[config.mk]
export PLATFORM = sky130hd
export DESIGN_NAME = dbpg_top
export DESIGN_NICKNAME = d
export VERILOG_FILES = /design/src/dbpg_pkg.sv /design/src/dbpg_buck.sv /design/src/dbpg_top.sv
export SDC_FILE = /design/constraint.sdc
export NUM_CORES = 1
export LEC_CHECK = 0
export ABC_AREA = 1
export BUFFER_PORTS_ARGS = -buffer_cell sky130_fd_sc_hd__buf_2
export CAP_MARGIN = 15
export CORE_ASPECT_RATIO = 1.25
export CORE_MARGIN = 5
export CORE_UTILIZATION = 45
export CTS_CLUSTER_DIAMETER = 60
export DETAILED_ROUTE_END_ITERATION = 7
export PLACE_DENSITY = 0.59
export SYNTH_ARGS = -nofsm -noshare
export SYNTH_HDL_FRONTEND = slang
export SYNTH_HIERARCHICAL = 1
export SYNTH_SLANG_ARGS = --single-unit
[constraint.sdc]
create_clock -name clk -period 4.7 [get_ports clk]
set_clock_uncertainty 0.15 [all_clocks]
set_input_delay 0.705 -clock clk [delete_from_list [all_inputs] [get_ports clk]]
set_output_delay 0.705 -clock clk [all_outputs]
set_load 0.01 [all_outputs]
[src/dbpg_pkg.sv]
/*
 * constants, encodings and timing figures for the dual buck mode and
 * power-good controller. assumes a 40 MHz internal oscillator clock.
 */
package dbpg_pkg;
   localparam int unsigned CLK_HZ = 40000000;
   localparam int unsigned PFM_ENTRY_CYCLES = 32;
   localparam int unsigned DLY_130US_NS = 130000;
   localparam int unsigned DLY_60MS_MS = 60;
   localparam int unsigned DLY_100MS_MS = 100;
   localparam int unsigned DLY_200MS_MS = 200;
   localparam int unsigned MASK_MS = 5;
   localparam int unsigned CYC_130US =
      (DLY_130US_NS / 1000) * (CLK_HZ / 1000000);
   localparam int unsigned CYC_60MS = DLY_60MS_MS * (CLK_HZ / 1000);
   localparam int unsigned CYC_100MS = DLY_100MS_MS * (CLK_HZ / 1000);
   localparam int unsigned CYC_200MS = DLY_200MS_MS * (CLK_HZ / 1000);
   localparam int unsigned CYC_MASK = MASK_MS * (CLK_HZ / 1000);
   localparam int unsigned SS_STEP_CYCLES = 256;
   localparam int unsigned CNT_W = 24;
   // delay select codes
   localparam logic [1:0] SEL_130US = 2'h0;
   localparam logic [1:0] SEL_60MS = 2'h1;
   localparam logic [1:0] SEL_100MS = 2'h2;
   localparam logic [1:0] SEL_200MS = 2'h3;
   localparam logic [1:0] SEL_DEFAULT = SEL_60MS;
   // soft-start current limit step codes (mA: 250, 500, 950, 2000)
   localparam logic [1:0] ILIM_250MA = 2'h0;
   localparam logic [1:0] ILIM_500MA = 2'h1;
   localparam logic [1:0] ILIM_950MA = 2'h2;
   localparam logic [1:0] ILIM_2A = 2'h3;
   typedef enum logic [2:0] {
      ST_OFF = 3'h0,
      ST_PWM = 3'h1,
      ST_HI_ON = 3'h2,
      ST_LO_ON = 3'h3,
      ST_ZERO = 3'h4,
      ST_SLEEP = 3'h5
   } dbpg_mode_e;
endpackage : dbpg_pkg

[src/dbpg_buck.sv]
/*
 * one converter's mode controller: pwm/pulse-mode selection, pulse
 * sequencing, shutdown and soft-start limit stepping. assumes the
 * comparator inputs are synchronous to clk.
 */
`timescale 1ns/1ps
module dbpg_buck #(
   parameter int unsigned ENTRY_CYCLES = dbpg_pkg::PFM_ENTRY_CYCLES,
   parameter int unsigned STEP_CYCLES = dbpg_pkg::SS_STEP_CYCLES
) (
   input wire logic clk, // oscillator clock
   input wire logic rst_b, // async reset, active low
   input wire logic en, // gated converter enable
   input wire logic force_pwm, // option: always pwm
   input wire logic discont, // inductor current discontinuous
   input wire logic peak_low, // peak current below mode threshold
   input wire logic above_hi, // output above high pulse threshold
   input wire logic below_lo, // output below low pulse threshold
   input wire logic below_lo2, // output below second low threshold
   input wire logic peak_limit, // pulse-mode peak limit reached
   input wire logic zero_cur, // zero-current detected
   output logic hs_on, // high-side switch
   output logic ls_on, // low-side switch
   output logic bias_on, // reference, control and bias
   output logic pfm_mode, // pulse mode active
   output logic [1:0] ilim_step // soft-start limit step
);
   typedef struct packed {
      dbpg_pkg::dbpg_mode_e st;
      logic [5:0] ent_cnt;
      logic [8:0] ss_cnt;
      logic [1:0] ilim;
      logic hs;
      logic ls;
      logic bias;
      logic pfm;
   } dbpg_buck_s;

   dbpg_buck_s s_q, s_d;

   always_comb begin
      s_d = s_q;
      s_d.hs = 1'b0;
      s_d.ls = 1'b0;
      s_d.bias = 1'b1;
      case (s_q.st)
         dbpg_pkg::ST_OFF: begin
            s_d.ls = 1'b1;
            s_d.bias = 1'b0;
            s_d.ilim = dbpg_pkg::ILIM_250MA;
            s_d.ss_cnt = '0;
            s_d.ent_cnt = '0;
            if (en) begin
               s_d.st = dbpg_pkg::ST_PWM;
            end
         end
         dbpg_pkg::ST_PWM: begin
            if ((discont || peak_low) && !force_pwm) begin
               if (s_q.ent_cnt == 6'(ENTRY_CYCLES - 1)) begin
                  s_d.st = dbpg_pkg::ST_SLEEP;
                  s_d.ent_cnt = '0;
               end else begin
                  s_d.ent_cnt = s_q.ent_cnt + 6'h01;
               end
            end else begin
               s_d.ent_cnt = '0;
            end
         end
         dbpg_pkg::ST_HI_ON: begin
            s_d.hs = 1'b1;
            if (above_hi || peak_limit) begin
               s_d.hs = 1'b0;
               s_d.ls = 1'b1;
               s_d.st = dbpg_pkg::ST_LO_ON;
            end
         end
         dbpg_pkg::ST_LO_ON: begin
            s_d.ls = 1'b1;
            if (zero_cur) begin
               s_d.ls = 1'b0;
               s_d.st = above_hi ? dbpg_pkg::ST_ZERO
                  : dbpg_pkg::ST_HI_ON;
               s_d.ls = above_hi;
               s_d.hs = !above_hi;
            end
         end
         dbpg_pkg::ST_ZERO: begin
            // brief low-side pulse to drain residual current
            s_d.st = dbpg_pkg::ST_SLEEP;
         end
         dbpg_pkg::ST_SLEEP: begin
            s_d.bias = 1'b0;
            if (below_lo) begin
               s_d.st = dbpg_pkg::ST_HI_ON;
               s_d.hs = 1'b1;
               s_d.bias = 1'b1;
            end
         end
         default: s_d.st = dbpg_pkg::ST_OFF;
      endcase
      // pulse band above nominal is set by the comparator trims
      if (s_q.st != dbpg_pkg::ST_OFF && s_q.st != dbpg_pkg::ST_PWM &&
          (below_lo2 || force_pwm)) begin
         s_d.st = dbpg_pkg::ST_PWM;
         s_d.hs = 1'b0;
         s_d.ls = 1'b0;
         s_d.bias = 1'b1;
      end
      if (s_q.st != dbpg_pkg::ST_OFF && s_q.ilim != dbpg_pkg::ILIM_2A) begin
         if (s_q.ss_cnt == 9'(STEP_CYCLES - 1)) begin
            s_d.ss_cnt = '0;
            s_d.ilim = s_q.ilim + 2'h1;
         end else begin
            s_d.ss_cnt = s_q.ss_cnt + 9'h001;
         end
      end
      if (!en) begin
         s_d.st = dbpg_pkg::ST_OFF;
         s_d.hs = 1'b0;
         s_d.ls = 1'b1;
         s_d.bias = 1'b0;
         s_d.ilim = dbpg_pkg::ILIM_250MA;
      end
      s_d.pfm = (s_d.st != dbpg_pkg::ST_OFF) && (s_d.st != dbpg_pkg::ST_PWM);
   end

   always_ff @(posedge clk or negedge rst_b) begin
      if (!rst_b) begin
         s_q <= '{st: dbpg_pkg::ST_OFF, ent_cnt: 6'h00, ss_cnt: 9'h000,
                  ilim: dbpg_pkg::ILIM_250MA, hs: 1'b0, ls: 1'b1,
                  bias: 1'b0, pfm: 1'b0};
      end else begin
         s_q <= s_d;
      end
   end

   assign hs_on = s_q.hs;
   assign ls_on = s_q.ls;
   assign bias_on = s_q.bias;
   assign pfm_mode = s_q.pfm;
   assign ilim_step = s_q.ilim;
endmodule : dbpg_buck

[src/dbpg_top.sv]
/*
 * dual buck controller with power-good supervisor, undervoltage gating
 * and delay/mask timers. assumes all inputs are synchronous to clk and
 * the supply-ok comparator already carries its own hysteresis.
 */
`timescale 1ns/1ps
module dbpg_top #(
   parameter int unsigned DLY_130US = dbpg_pkg::CYC_130US,
   parameter int unsigned DLY_60MS = dbpg_pkg::CYC_60MS,
   parameter int unsigned DLY_100MS = dbpg_pkg::CYC_100MS,
   parameter int unsigned DLY_200MS = dbpg_pkg::CYC_200MS,
   parameter int unsigned MASK_CYC = dbpg_pkg::CYC_MASK,
   parameter int unsigned SS_STEP = dbpg_pkg::SS_STEP_CYCLES
) (
   input wire logic clk, // oscillator clock
   input wire logic rst_b, // internal power-on reset, active low
   input wire logic monitored_core_supply, // supply above 2.8 v, hyst.
   input wire logic first_converter_enable, // enable of converter 1
   input wire logic second_converter_enable, // enable of converter 2
   input wire logic ldo1_enable_in, // first ldo enable request
   input wire logic ldo2_enable_in, // second ldo enable request
   input wire logic first_output_level_ok, // converter 1 output ok
   input wire logic second_output_level_ok, // converter 2 output ok
   input wire logic [1:0] delay_sel, // release delay option
   input wire logic force_pwm, // factory option: pwm only
   input wire logic [1:0] discont, // per converter discontinuous
   input wire logic [1:0] peak_low, // peak below mode threshold
   input wire logic [1:0] above_hi, // above high pulse threshold
   input wire logic [1:0] below_lo, // below low pulse threshold
   input wire logic [1:0] below_lo2, // below second low threshold
   input wire logic [1:0] pulse_mode_peak_current_limit, // peak limit hit
   input wire logic [1:0] zero_cur, // zero-current detected
   output logic [1:0] hs_on, // high-side switches
   output logic [1:0] ls_on, // low-side switches
   output logic [1:0] bias_on, // converter bias
   output logic [1:0] pfm_mode, // pulse mode flags
   output logic [3:0] ilim_step, // two soft-start limit codes
   output logic [1:0] ldo_en, // gated ldo enables
   output logic power_good_reset_n_o, // reset pin driven value
   output logic power_good_reset_n_oe // reset pin drive enable
);
   typedef struct packed {
      logic [3:0] en_gate;
      logic [1:0] en_prev;
      logic [1:0] ok_prev;
      logic done;
      logic running;
      logic [dbpg_pkg::CNT_W-1:0] dly_cnt;
      logic [1:0] mask_on;
      logic [dbpg_pkg::CNT_W-1:0] mask_cnt0;
      logic [dbpg_pkg::CNT_W-1:0] mask_cnt1;
      logic drive_low;
   } dbpg_top_s;

   dbpg_top_s s_q, s_d;
   logic [1:0] en_raw, ok;
   logic [dbpg_pkg::CNT_W-1:0] dly_term;

   function automatic logic [dbpg_pkg::CNT_W-1:0] sel_term(
      input logic [1:0] sel);
      case (sel)
         dbpg_pkg::SEL_130US: sel_term = dbpg_pkg::CNT_W'(DLY_130US - 1);
         dbpg_pkg::SEL_60MS: sel_term = dbpg_pkg::CNT_W'(DLY_60MS - 1);
         dbpg_pkg::SEL_100MS: sel_term = dbpg_pkg::CNT_W'(DLY_100MS - 1);
         default: sel_term = dbpg_pkg::CNT_W'(DLY_200MS - 1);
      endcase
   endfunction : sel_term

   assign en_raw = {second_converter_enable, first_converter_enable};
   assign ok = {second_output_level_ok, first_output_level_ok};
   assign dly_term = sel_term(delay_sel);

   always_comb begin
      logic [1:0] en_g, en_rise, ok_rise, ok_fall, mask_out;
      logic set_t, rst_t;
      en_g = '0;
      en_rise = '0;
      ok_rise = '0;
      ok_fall = '0;
      mask_out = '0;
      set_t = 1'b0;
      rst_t = 1'b0;
      s_d = s_q;
      // lockout gates all four regulator enables
      s_d.en_gate = monitored_core_supply ?
         {ldo2_enable_in, ldo1_enable_in, en_raw} : 4'h0;
      en_g = s_q.en_gate[1:0];
      en_rise = en_g & ~s_q.en_prev;
      ok_rise = ok & ~s_q.ok_prev & en_g;
      ok_fall = ~ok & s_q.ok_prev;
      s_d.en_prev = en_g;
      s_d.ok_prev = ok;
      // reset when no converter enabled; set wins only when no reset
      rst_t = (en_g == 2'h0);
      set_t = !rst_t && (|ok_rise) && !s_q.running && !s_q.done;
      if (rst_t) begin
         s_d.running = 1'b0;
         s_d.done = 1'b0;
         s_d.dly_cnt = '0;
      end else if (s_q.done && (|(ok_fall & en_g & ~s_q.mask_on))) begin
         s_d.done = 1'b0;
         s_d.running = 1'b1;
         s_d.dly_cnt = '0;
      end else if (set_t) begin
         s_d.running = 1'b1;
         s_d.dly_cnt = '0;
      end else if (s_q.running) begin
         // other converter activity is not looked at here
         if (s_q.dly_cnt >= dly_term) begin
            s_d.running = 1'b0;
            s_d.done = 1'b1;
         end else begin
            s_d.dly_cnt = s_q.dly_cnt + dbpg_pkg::CNT_W'(1);
         end
      end
      // mask timers on enable rises after the delay completed
      if (s_q.mask_on[0]) begin
         if (s_q.mask_cnt0 >= dbpg_pkg::CNT_W'(MASK_CYC - 1)) begin
            s_d.mask_on[0] = 1'b0;
         end else begin
            s_d.mask_cnt0 = s_q.mask_cnt0 + dbpg_pkg::CNT_W'(1);
         end
      end
      if (s_q.mask_on[1]) begin
         if (s_q.mask_cnt1 >= dbpg_pkg::CNT_W'(MASK_CYC - 1)) begin
            s_d.mask_on[1] = 1'b0;
         end else begin
            s_d.mask_cnt1 = s_q.mask_cnt1 + dbpg_pkg::CNT_W'(1);
         end
      end
      if (s_q.done && en_rise[0]) begin
         s_d.mask_on[0] = 1'b1;
         s_d.mask_cnt0 = '0;
      end
      if (s_q.done && en_rise[1]) begin
         s_d.mask_on[1] = 1'b1;
         s_d.mask_cnt1 = '0;
      end
      if (!en_g[0]) begin
         s_d.mask_on[0] = 1'b0;
      end
      if (!en_g[1]) begin
         s_d.mask_on[1] = 1'b0;
      end
      // a disabled converter does not pull the reset down
      // a late enable already counts as masked in its own rise cycle,
      // otherwise the pin would dip low for one cycle
      mask_out = s_d.mask_on | ok | ~en_g;
      // kept as the pin drive itself so the output leaves a flop
      s_d.drive_low = rst_t || !s_q.done || !(&mask_out) ||
         (|(ok_fall & en_g & ~s_q.mask_on));
   end

   always_ff @(posedge clk or negedge rst_b) begin
      if (!rst_b) begin
         s_q <= '{drive_low: 1'b1, default: '0};
      end else begin
         s_q <= s_d;
      end
   end

   genvar gi;
   generate
      for (gi = 0; gi < 2; gi++) begin : g_buck
         dbpg_buck #(
            .ENTRY_CYCLES(dbpg_pkg::PFM_ENTRY_CYCLES),
            .STEP_CYCLES(SS_STEP)
         ) u_buck (
            .clk(clk),
            .rst_b(rst_b),
            .en(s_q.en_gate[gi]),
            .force_pwm(force_pwm),
            .discont(discont[gi]),
            .peak_low(peak_low[gi]),
            .above_hi(above_hi[gi]),
            .below_lo(below_lo[gi]),
            .below_lo2(below_lo2[gi]),
            .peak_limit(pulse_mode_peak_current_limit[gi]),
            .zero_cur(zero_cur[gi]),
            .hs_on(hs_on[gi]),
            .ls_on(ls_on[gi]),
            .bias_on(bias_on[gi]),
            .pfm_mode(pfm_mode[gi]),
            .ilim_step(ilim_step[2*gi+1:2*gi])
         );
      end
   endgenerate

   // open drain: only ever drives low, released pin floats high
   assign power_good_reset_n_o = 1'b0;
   assign power_good_reset_n_oe = s_q.drive_low;
   assign ldo_en = s_q.en_gate[3:2];
endmodule : dbpg_top

# [After elaboration in Yosys (flattened, before gate mapping)]
# Index checks and enable logic that the tools add are counted.
[totals] regBits=133 input_bits=26 output_inout_bits=16 elab_cells=202
[classes] add_sub_neg=9 n_lt_le_gt_ge=3 n_eq_ne=26 mux=69 n_bitwise=13 reduce_logical=56
[op_table] operator="24-bit two-way mux" n=5
[op_table] operator="26-bit two-way mux" n=3
[op_table] operator="25-bit two-way mux" n=3
[op_table] operator="24-bit by 1-bit adder with 24-bit output (second input constant)" n=3
[op_table] operator="23-bit one-hot mux with 3 select lines" n=1
[op_table] operator="3-bit two-way mux" n=18
[op_table] operator="24-bit by 18-bit greater-or-equal comparator with 1-bit output (second input constant)" n=2
[op_table] operator="11-bit two-way mux" n=4
[op_table] operator="3-bit one-hot mux with 6 select lines" n=2
[op_table] operator="24-bit greater-or-equal comparator" n=1
[op_table] operator="6-bit two-way mux" n=4
[op_table] operator="6-bit one-hot mux with 2 select lines" n=2
[op_table] operator="9-bit by 1-bit adder with 9-bit output (second input constant)" n=2
[op_table] operator="9-bit by 8-bit equality test with 1-bit output (second input constant)" n=2
[op_table] operator="9-bit two-way mux" n=2
[op_table] operator="3-bit nonzero test" n=6
[op_table] operator="1-bit logical AND" n=16
[op_table] operator="2-bit two-way mux" n=7
[op_table] operator="6-bit by 1-bit adder with 6-bit output (second input constant)" n=2
[op_table] operator="2-bit AND" n=6
[op_table] operator="3-bit by 2-bit equality test with 1-bit output (second input constant)" n=4
[op_table] operator="3-bit equality test (second input constant)" n=4
[op_table] operator="6-bit by 5-bit equality test with 1-bit output (second input constant)" n=2
[op_table] operator="3-bit by 1-bit inequality test with 1-bit output (second input constant)" n=4
[op_table] operator="24 further kinds" n=71

# [Depth between registers and ports, before layout]
# Gate-level depths: netlist of the first run.
[depth] ltp_word=11 mapped_depth=16 depth_no_buf=15

# [Modules after synthesis]
# Netlist of the first run, hierarchy kept.
[by_module_without_submodules] mod="dbpg_top" instances=1 cells_per_inst=858 area_per_inst_um2=5923.2 seq_area_each_um2=2128.3
[by_module_without_submodules] mod="dbpg_buck" instances=2 cells_per_inst=185 area_per_inst_um2=1436.4 seq_area_each_um2=601.8

# [Worst setup path before layout of the first run]
# OpenSTA, ideal clock, no wires.
[synth_path] path_kind="input port to flip-flop" startpoint="input port delay_sel[0]" endpoint="register, netlist name s_q[55]" setup_ps=117 t_arrival_ps=2267 required_ps=4433 slack_ps=2165 path_stages=13 n_path_buf=1 cell_sequence="inv_1 > ha_1 > nor2_1 > ha_1 > nand2_1 > inv_1 > nand2_1 > nand2_1 > a21oi_1 > nand4_4 > buf_4 > nand4_1 > nand2_1"
[synth_rtl] element="start, declared" line_no="dbpg_top.sv:24" text="input wire logic [1:0] delay_sel,"

==> results by group, run 1 <==
Worst setup path
  • Worst EP required: 4.86 ns
  • CP endpoint kind: flip-flop
  • Worst r2r src: s_q[49]
  • R2R cell count: 9
  • Crit-path max FO: 26
  • Critical Path Source Type: flip-flop
  • Critical path arrival: between 3 and 4 ns
  • R2R Path End: s_q[58]
  • Reg2Reg Setup Slack: 1.68 ns
  • Critical path class: flip-flop to flip-flop

Pwr
  • PwrDens: between 200 and 300 mW/mm^2
  • Sequential share of power: roughly 44%
  • Worst ir drop on vdd: between 0.2 and 0.3 mV
  • Clk pwr share: about half
  • Int Power: 2.00 mW
  • Gate power share: 5.2%
  • Switching share of total power: approximately a quarter
  • Switching Power: ~630 uW
  • Pleak: between 4 and 5 nW
  • Power Total: 2.64 mW

Synthesis
  • Post-synthesis mux area share: 0%
  • Avg Inst Size Synth: 7.16 sq um
  • Synth Instances: ~1.2k
  • Fraction of registers with async set/reset: between 90% and 100%
  • Post-synth top flop: dfrtp_1
  • Compound-gate portion of the synthesized area: roughly 5.0%
  • Largest family of logic cells by synthesized area: simple AND/OR/NAND/NOR gates
  • Synthesized-area fraction occupied by and/or/nand/nor cells: 40.9%
  • Post-Synth Adder-Cell Area: 4.55%
  • Post-synth net total: between 1k and 1.5k
  • Register area share after synthesis: between 30% and 40%
  • Unique masters post-synth: 43
  • Post-synthesis xor/xnor area fraction: under 10%
  • Post-synth EDFFs: 0
  • Area contributors post-synth: dfrtp_1 37%, nand2_1 14%, nor2_1 7.3%, nand3_1 6.5%, inv_1 5.5%
  • Synth Register Bits: 133
  • Yosys warns: 6
  • Post-Syn Area: between 0.008 and 0.009 sq mm
  • Yosys top cell area share: about 37%
  • Post-synth top area cell: dfrtp_1

Floorplan
  • Core box area: approximately 0.019 sq mm
  • I/O pins: 42
  • # rows: 57
  • DIE AREA: ~0.022 sq mm
  • Initial cell density of the core: 45.5%
  • Die W: 135 um
  • Die height: approximately 170 um

Clock network
  • Setup bufs post-CTS: 0
  • Root buffer cell: clkbuf_16
  • CTS max path bufs: 2
  • Clk_lat worst skew: 0.43 ns
  • Post_cts resized: 0
  • Sink Count: between 100 and 150
  • Clock-pin slew on the worst setup and hold paths: 0.06 ns
  • Num CTS Buffers: 17
  • TritonCTS clock tree: built
  • H-tree depth: 4
  • Hold Buf Count CTS: 0

Drt
  • Routed WL per cell: between 10 and 15 um
  • Post-DRT Antenna Nets: 0
  • DR vias/cell: between 4 and 5
  • First DRT Iteration DRCs: 440
  • Number of remaining DRC errors: 0
  • Final wirelength: around 20 mm
  • Drt pass-1 iters: 5
  • Vias: ~7.7k

Hold path
  • Worst Hold Class: input port to asynchronous set/reset pin

Layout
  • Layout cells sized above 1: 12.8%
  • Area Overhead vs Synth: 10.9%
  • Commonest non-fill, non-tap cell in the layout: nand2_1
  • Nets: ~1.3k
  • Most frequent cells in the layout: 339 x nand2_1, 169 x nor2_1, 130 x dfrtp_1
  • ANT cells: 0

Placed design
  • Number of port buffers: 40
  • GPL Wtd Cong: between 0.8 and 0.9
  • HPWL Detailed: 14.3 mm

Timing
  • Crit path time final: between 3 and 4 ns
  • Sum Neg Setup Slack: 0 ns
  • Fin. Hold Viols: 0
  • Final Slew Violations: 0
  • # setup viols final: 0
  • Slew @ Worst Pin: approximately 0.70 ns
  • Max Fclk: 331 MHz
  • RSZ-0062 raised after global routing: no
  • Max_slew headroom: between 50 and 60%
  • Period utilisation layout: between 60% and 70%

GRT
  • Vias in the first global route: between 7k and 8k
  • GRT Total Usage: between 10% and 20%
  • First-pass GRT wire length: about 35 mm
  • Global route total overflow: 0
  • Antenna violations before repair: 0
  • Largest net degree at the start of global routing: 75

Status
  • Outcome: finished, final reports clean

Run
  • Max-cap violations: 0
## worst max path at each step
stage                       from  endpoint  slack, ns  cells after the start
finish                   s_q[49]   s_q[58]       1.68                      9
global route             s_q[49]   s_q[73]       1.44                      9
CTS                      s_d[79]   s_q[62]       1.69                     10
detailed placement  delay_sel[0]   s_q[70]       1.40                     14
global placement    delay_sel[0]   s_q[55]       1.50                     14
floorplan           delay_sel[0]   s_q[55]       2.17                     13
## routing by layer
metal	wire length (um)	vias to the layer above	global-route usage [%]
met5	0	-	0
met4	424	0	7.19
met3	683	42	3.61
met2	9620	139	31.2
met1	9510	3484	24.5
li1	-	3998	-
## Yosys cell counts (5+ instances only)
library cell,instances
a21oi_1,17
buf_2,10
buf_4,11
clkbuf_1,11
dfrtp_1,130
ha_1,32
inv_1,129
inv_2,16
nand2_1,339
nand2_2,8
nand2_4,5
nand3_1,115
nand3_2,7
nand4_1,55
nor2_1,170
nor2_2,5
nor2_4,12
nor3_1,33
o21ai_0,15
o21ai_1,14
o21bai_1,9
o22ai_1,8
or2_2,10
xnor2_1,5
xor2_1,21
## state kept, by name, summed over array words and instances (netlist names)
register                 flops
g_buck.u_buck/ls_on          2
power_good_reset_n_oe        1
g_buck.u_buck/hs_on          2
g_buck.u_buck/bias_on        2
s_q                         80
s_d                          2
g_buck.u_buck/pfm_mode       2
g_buck.u_buck/ilim_step      4
g_buck.u_buck/s_q           36
ldo_en                       2
## per-stage QoR
stage          utilization (%)  area [sq um]  worst slack [ns]  instances  hold WS, ns
4_1_cts                   50.5          9760              1.69       1535        0.172
3_3_place_gp              47.4          9170              1.50       1503        0.328
6_report                  50.5          9760              1.68       1535        0.134
3_5_place_dp              47.4          9170              1.40       1503        0.334
5_1_grt                   50.5          9760              1.44       1535        0.210
2_1_floorplan                -          8800              2.17       1228        0.259
## cells by family after synthesis
family                   after synthesis
buffers and inverters                187
AND/OR/NAND/NOR                      775
flip-flops                           133
other                                  1
AO/OA/AOI/OAI                         74
XOR/XNOR                              26
adder cells (fa/ha/maj)               32
## area by class of cell
| cell class | instances | area (sq um) |
|---|---|---|
| fillers | 1939 | 9570 |
| flip-flops and latches | 133 | 3330 |
| inverters | 149 | 574 |
| multi-input cells | 908 | 4670 |
| clock inverters | 11 | 126 |
| well taps | 265 | 332 |
| repair buffers | 48 | 267 |
| clock buffers | 21 | 460 |
## power groups by stage
stage               Sequential (mW)  Combinational, mW  Clock (mW)
global placement               1.19              0.138           0
finish                         1.17              0.137        1.33
floorplan                      1.19             0.0844           0
global route                   1.17              0.160        1.41
CTS                            1.17              0.141        1.37
detailed placement             1.19              0.141           0
## critical path: stages, from the launching register on
cell	delay [ns]
dfrtp_1	0.53
inv_2	0.20
nand3_1	0.13
nand2_1	0.06
nand2_1	0.39
inv_2	0.28
nor2_4	0.58
nand3_4	0.36
nand2_1	0.15
nand2_1	0.06
No activity file was read; power rests on OpenSTA's default activity.
==> inputs of run 2 (changes only) <==
Clock period 4.7 ns to 3.05 ns, I/O delays scaled along.
==> run 2 against run 1 <==
- design area is 0.91% higher
- wire length is 0.43% higher
- first-iteration DRC count is 17% higher
- sequential share of layout area is 0.31 points lower
- sequential cell count stayed put
- register-to-register slack worse by 1.0 ns
- non-clock buffer count is 7 higher
- core utilization is 0.46 points higher
- largest cell class unchanged
==> results by group, run 2 (same netlist as run 1, synthesis figures left out) <==
Layout
  • Nets: 1322 (+0.53%)
  • ANT cells: 0 (unchanged)
  • Commonest non-fill, non-tap cell in the layout: nand2_1
  • Post-Layout Cell Count: 1542 (+0.46%)
  • Fin area: 0.00985 sq mm (+0.91%)
  • Final core utilization: 50.9% (+0.46 points)
  • Largest Register: s_q
  • Layout cells sized above 1: 13.2% (+0.40 points)
  • Largest register FFs: 80 (unchanged)
  • Area Overhead vs Synth: 11.9%
  • Most frequent cells in the layout: 339 x nand2_1, 169 x nor2_1, 130 x dfrtp_1

Clock network
  • TritonCTS clock tree: built
  • Clk_lat worst skew: 0.42 ns (about the same)
  • H-tree depth: 4 (unchanged)
  • Setup bufs post-CTS: 0 (unchanged)
  • Num CTS Buffers: 17 (unchanged)
  • CTS max path bufs: 2 (unchanged)
  • Hold Buf Count CTS: 1 (+1)
  • Clock-pin slew on the worst setup and hold paths: 0.06 ns (about the same)
  • Root buffer cell: clkbuf_16
  • Post_cts resized: 0 (unchanged)
  • Sink Count: 133 (unchanged)

Worst setup path
  • Critical path class: flip-flop to flip-flop
  • Worst EP required: 3.20 ns (-1.66 ns)
  • Critical path arrival: 2.52 ns (-0.67 ns)
  • Worst r2r src: s_d[80]
  • Crit-path max FO: 25 (-3.8%)
  • Critical Path Source Type: flip-flop
  • Cell Chain, Critical Path: inv_1, nor3_2, buf_4, inv_1, nand2_4, nand3_1, nand2_1
  • Most frequent cell on the critical path: inv_1
  • R2R cell count: 7 (-2)
  • Critical Path Start: s_d[80]
  • Slowest stage delay, CP: 0.61 ns (+0.03 ns)
  • Crit path capture: s_q[16]
  • R2R Path End: s_q[16]
  • Reg2Reg Setup Slack: 0.68 ns (-1.00 ns)
  • Slowest CP cell: inv_1
  • CP endpoint kind: flip-flop

Pwr
  • PwrDens: 422 mW/mm^2 (+56%)
  • Pleak: 4.69 nW (+1.1%)
  • Worst ir drop on vdd: 0.384 mV (+49%)
  • Power Total: 4.15 mW (+57%)

Floorplan
  • Die W: 135 um (unchanged)
  • Core box area: 0.0193 sq mm (unchanged)
  • Initial cell density of the core: 45.5% (unchanged)
  • DIE AREA: 0.0225 sq mm (unchanged)
  • Die height: 166 um (unchanged)
  • I/O pins: 42 (unchanged)
  • # rows: 57 (unchanged)

Drt
  • Post-DRT Antenna Nets: 0 (unchanged)
  • Final wirelength: 20.3 mm (+0.43%)
  • Vias: 7791 (+1.7%)
  • First DRT Iteration DRCs: 514 (+17%)
  • DR vias/cell: 5.05 (+1.2%)
  • Routed WL per cell: 13.2 um (about the same)
  • Drt pass-1 iters: 5 (unchanged)
  • Number of remaining DRC errors: 0 (unchanged)

Timing
  • Crit path time final: 2.37 ns (-0.654 ns)
  • RSZ-0062 raised after global routing: no
  • Max_slew headroom: 45.2% (-8.1 points)
  • Fin. Hold Viols: 0 (unchanged)
  • Final WS setup: 0.682 ns (-0.996 ns)
  • # setup viols final: 0 (unchanged)
  • Max Fclk: 422 MHz (+28%)
  • Final Slew Violations: 0 (unchanged)
  • Sum Neg Setup Slack: 0 ns (unchanged)
  • Period utilisation layout: 77.6% (+13 points)
  • Slew @ Worst Pin: 0.821 ns (+0.120 ns)
  • WHS: 0.0274 ns (-0.107 ns)

GRT
  • Global route total overflow: 0 (unchanged)
  • Antenna violations before repair: 0 (unchanged)
  • First-pass GRT wire length: 34.9 mm (-0.78%)
  • Largest net degree at the start of global routing: 72 (-4.0%)
  • GRT Total Usage: 18.6% (-0.24 points)
  • Vias in the first global route: 7356 (-2.6%)

Placed design
  • HPWL Detailed: 14.5 mm (+0.94%)
  • Placed cell areas: 0.00923 sq mm (+0.63%)
  • Number of port buffers: 40 (unchanged)
  • GPL Wtd Cong: 0.879 (+3.7%)
  • Setup WS pre-CTS: 0.420 ns (-0.984 ns)
  • Dpl cells: 1509 (+0.40%)

Hold path
  • Worst Hold Class: input port to flip-flop

Status
  • Outcome: finished, final reports clean

Run
  • Max-cap violations: 0 (unchanged)
[run 2: where the power goes]
part | total [mW] | internal, mW | switching, mW
combinational | 0.223 | 0.0657 | 0.157
clock | 2.13 | 1.30 | 0.828
sequential | 1.80 | 1.78 | 0.0178
[run 2: worst min path at each step]
stage / startpoint / endpoint / slack [ns] / depth (start not counted)
2_1_floorplan: rst_b / g_buck[0].u_buck/bias_on / 0.01 / 0
4_1_cts: second_output_level_ok / s_q[78] / 0.008 / 1
6_report: second_output_level_ok / s_q[78] / 0.03 / 1
5_1_grt: second_output_level_ok / s_q[78] / 0.02 / 1
3_3_place_gp: s_q[23] / s_q[23] / 0.33 / 2
3_5_place_dp: s_q[23] / s_q[23] / 0.33 / 2
[run 2: area by class of cell]
cell class | count | area (sq um)
fillers | 1886 | 9480
inverters | 149 | 574
clock inverters | 13 | 175
well taps | 265 | 332
multi-input cells | 908 | 4670
clock buffers | 19 | 433
repair buffers | 55 | 334
flip-flops and latches | 133 | 3330
[run 2: critical path: cells and delay by family, from the launching register on]
kind / cells / cell delay (ns)
buf+inv: 3 / 0.96
simple gates: 4 / 0.60
flops: 1 / 0.50
[run 2: per-layer routing]
metal	vias up	global-route usage, %	share of wire, %
li1	4022	-	-
met1	3607	24.8	47
met2	136	31.1	48
met3	26	3.12	3.6
met4	0	5.61	1.6
met5	-	0	0
==> inputs of run 3 (changes only) <==
Clock period 3.05 ns to 2.3 ns, I/O delays scaled along.
==> run 3 against run 2 <==
- register-to-register slack worse by 0.49 ns
- sequential power up 32%
- clock power rose by 35%
- largest power group unchanged
- design area up 4.1%
- combinational power rose by 57%
- wire length grew 3.6%
- fmax is 12% higher
- critical path type unchanged
- critical path depth rose by 4
- total power rose by 35%
==> results by group, run 3 (same netlist as run 1, synthesis figures left out) <==
GRT
  • Vias in the first global route: 7787 (+5.9%)
  • Largest net degree at the start of global routing: 53 (-26%)
  • First-pass GRT wire length: 36.7 mm (+5.1%)
  • Global route total overflow: 0 (unchanged)
  • Antenna violations before repair: 1 (+1)
  • GRT Total Usage: 19.7% (+1.1 points)

Worst setup path
  • Cell Chain, Critical Path: ha_1, nand2_1, nor2_1, nand2_1, nor2_1, nand2_2, nand4_4, buf_8, nand3_1, nand2_1, inv_1
  • Critical path class: flip-flop to flip-flop
  • Critical Path Source Type: flip-flop
  • Worst path top cell family by delay: simple AND/OR/NAND/NOR gates
  • Worst EP required: 2.46 ns (-0.74 ns)
  • CP endpoint kind: flip-flop
  • Critical path arrival: 2.27 ns (-0.25 ns)
  • Slowest stage delay, CP: 0.46 ns (-0.15 ns)
  • Most frequent cell on the critical path: nand2_1
  • Slowest CP cell: dfrtp_1
  • WP buf/inv: 2 (-1)
  • Crit-path max FO: 25 (unchanged)

Drt
  • Vias: 7958 (+2.1%)
  • DR vias/cell: 5.02 (-0.63%)
  • Post-DRT Antenna Nets: 0 (unchanged)
  • Final wirelength: 21.1 mm (+3.6%)
  • First DRT Iteration DRCs: 502 (-2.3%)
  • Drt pass-1 iters: 5 (unchanged)
  • Routed WL per cell: 13.3 um (+0.83%)
  • Number of remaining DRC errors: 0 (unchanged)

Layout
  • Layout cells sized above 1: 15.8% (+2.6 points)
  • Nets: 1364 (+3.2%)
  • Most frequent cells in the layout: 339 x nand2_1, 169 x nor2_1, 130 x dfrtp_1
  • Largest register FFs: 80 (unchanged)
  • Largest Register: s_q
  • Area Overhead vs Synth: 16.5%
  • Commonest non-fill, non-tap cell in the layout: nand2_1
  • Filler cells: 1880 (-0.32%)

Floorplan
  • # rows: 57 (unchanged)
  • Die height: 166 um (unchanged)
  • I/O pins: 42 (unchanged)
  • Core box area: 0.0193 sq mm (unchanged)
  • Die W: 135 um (unchanged)
  • Initial cell density of the core: 45.5% (unchanged)
  • DIE AREA: 0.0225 sq mm (unchanged)

Timing
  • Slew @ Worst Pin: 0.515 ns (-0.306 ns)
  • Fin. Hold Viols: 0 (unchanged)
  • Max Fclk: 474 MHz (+12%)
  • Final Slew Violations: 0 (unchanged)
  • # setup viols final: 0 (unchanged)
  • Max_slew headroom: 65.7% (+20 points)
  • Sum Neg Setup Slack: 0 ns (unchanged)
  • Period utilisation layout: 91.7% (+14 points)
  • RSZ-0062 raised after global routing: no
  • Crit path time final: 2.11 ns (-0.258 ns)

Pwr
  • Pleak: 4.92 nW (+4.9%)
  • Worst ir drop on vdd: 0.520 mV (+35%)
  • Gate power share: 6.3% (+0.9 points)
  • Switching share of total power: 24.8% (+0.62 points)
  • Int Power: 4.22 mW (+34%)
  • Switching Power: 1.39 mW (+39%)
  • Sequential share of power: 42.4% (-0.9 points)
  • Clk pwr share: 51.4% (about the same)
  • Power Total: 5.62 mW (+35%)
  • PwrDens: 548 mW/mm^2 (+30%)

Clock network
  • Num CTS Buffers: 17 (unchanged)
  • H-tree depth: 4 (unchanged)
  • Clock-pin slew on the worst setup and hold paths: 0.07 ns (about the same)
  • Clk_lat worst skew: 0.43 ns (about the same)
  • Root buffer cell: clkbuf_16
  • CTS max path bufs: 2 (unchanged)
  • Sink Count: 133 (unchanged)
  • TritonCTS clock tree: built

Placed design
  • HPWL Detailed: 15.4 mm (+6.8%)
  • Number of port buffers: 40 (unchanged)
  • GPL Wtd Cong: 0.916 (+4.1%)

Status
  • Outcome: finished, final reports clean

Hold path
  • Worst Hold Class: input port to flip-flop

Run
  • Max-cap violations: 0 (unchanged)
-- run 3: changes by cell type in the layout (fill, tap and decap cells not counted), moves of 2 or more --
cell	change
dlygate4sd3_1	+5
buf_12	+3
clkbuf_1	-2
inv_8	+2
buf_4	+33
-- run 3: worst paths after layout --
path,start,to,slack [ns],cells after the start
max,s_q[72],s_q[75],0.19,11
min,monitored_core_supply,s_d[80],0.04,3
max reg2reg,s_q[72],s_q[75],0.19,11
min reg2reg,g_buck[1].u_buck/s_q[14],g_buck[1].u_buck/s_q[14],0.34,2
max in group asynchronous,rst_b,s_q[53],1.04,3
min in group asynchronous,rst_b,g_buck[1].u_buck/s_q[13],0.29,2
-- run 3: area by class of cell --
cell class	count	area (sq um)	share of cell area, %
sequential	133	3330	32.5
multi-input combinational	908	4680	45.7
tap	265	332	3.24
clock buffer	17	425	4.15
clock inverter	15	196	1.92
timing repair buffer	97	707	6.90
antenna	1	2.50	0.0244
inverter	149	574	5.60
-- run 3: routing by layer --
| layer | global-route usage (%) | vias up | wire [um] |
|---|---|---|---|
| li1 | - | 4107 | - |
| met1 | 25.8 | 3662 | 9880 |
| met2 | 32.6 | 153 | 10000 |
| met3 | 3.52 | 36 | 724 |
| met4 | 7.32 | 0 | 460 |
| met5 | 0 | - | 0 |
-- run 3: worst min-delay path, cell delays in order --
cell and delay, ns:
buf_2 0.14, nand2_1 0.06, inv_1 0.03
-- run 3: power by group through the flow --
stage / sequential (mW) / combinational (mW) / clock, mW
5_1_grt: 2.38 / 0.398 / 3.05
3_5_place_dp: 2.42 / 0.348 / 0
6_report: 2.38 / 0.351 / 2.88
3_3_place_gp: 2.42 / 0.346 / 0
4_1_cts: 2.38 / 0.357 / 2.96
2_1_floorplan: 2.42 / 0.172 / 0
-- run 3: metrics by stage --
step / hold WS, ns / setup WS [ns] / instances / util (%) / instance area, sq um
after floorplan: -0.101 / 0.125 / 1228 / - / 8800
after global placement: 0.195 / -0.261 / 1546 / 49.4 / 9540
after detailed placement: 0.196 / -0.280 / 1546 / 49.4 / 9540
after CTS: 0.0208 / 0.123 / 1584 / 52.9 / 10200
after global routing: 0.0363 / 0.0297 / 1585 / 53.0 / 10200
final: 0.0360 / 0.191 / 1585 / 53.0 / 10200
-- run 3: timing repair --
item,in CTS,in global routing
hold buffers,6,0
gates resized for setup,0,4
endpoints found under the hold margin,50,0
setup buffers,0,0
endpoints found under the setup margin,0,29
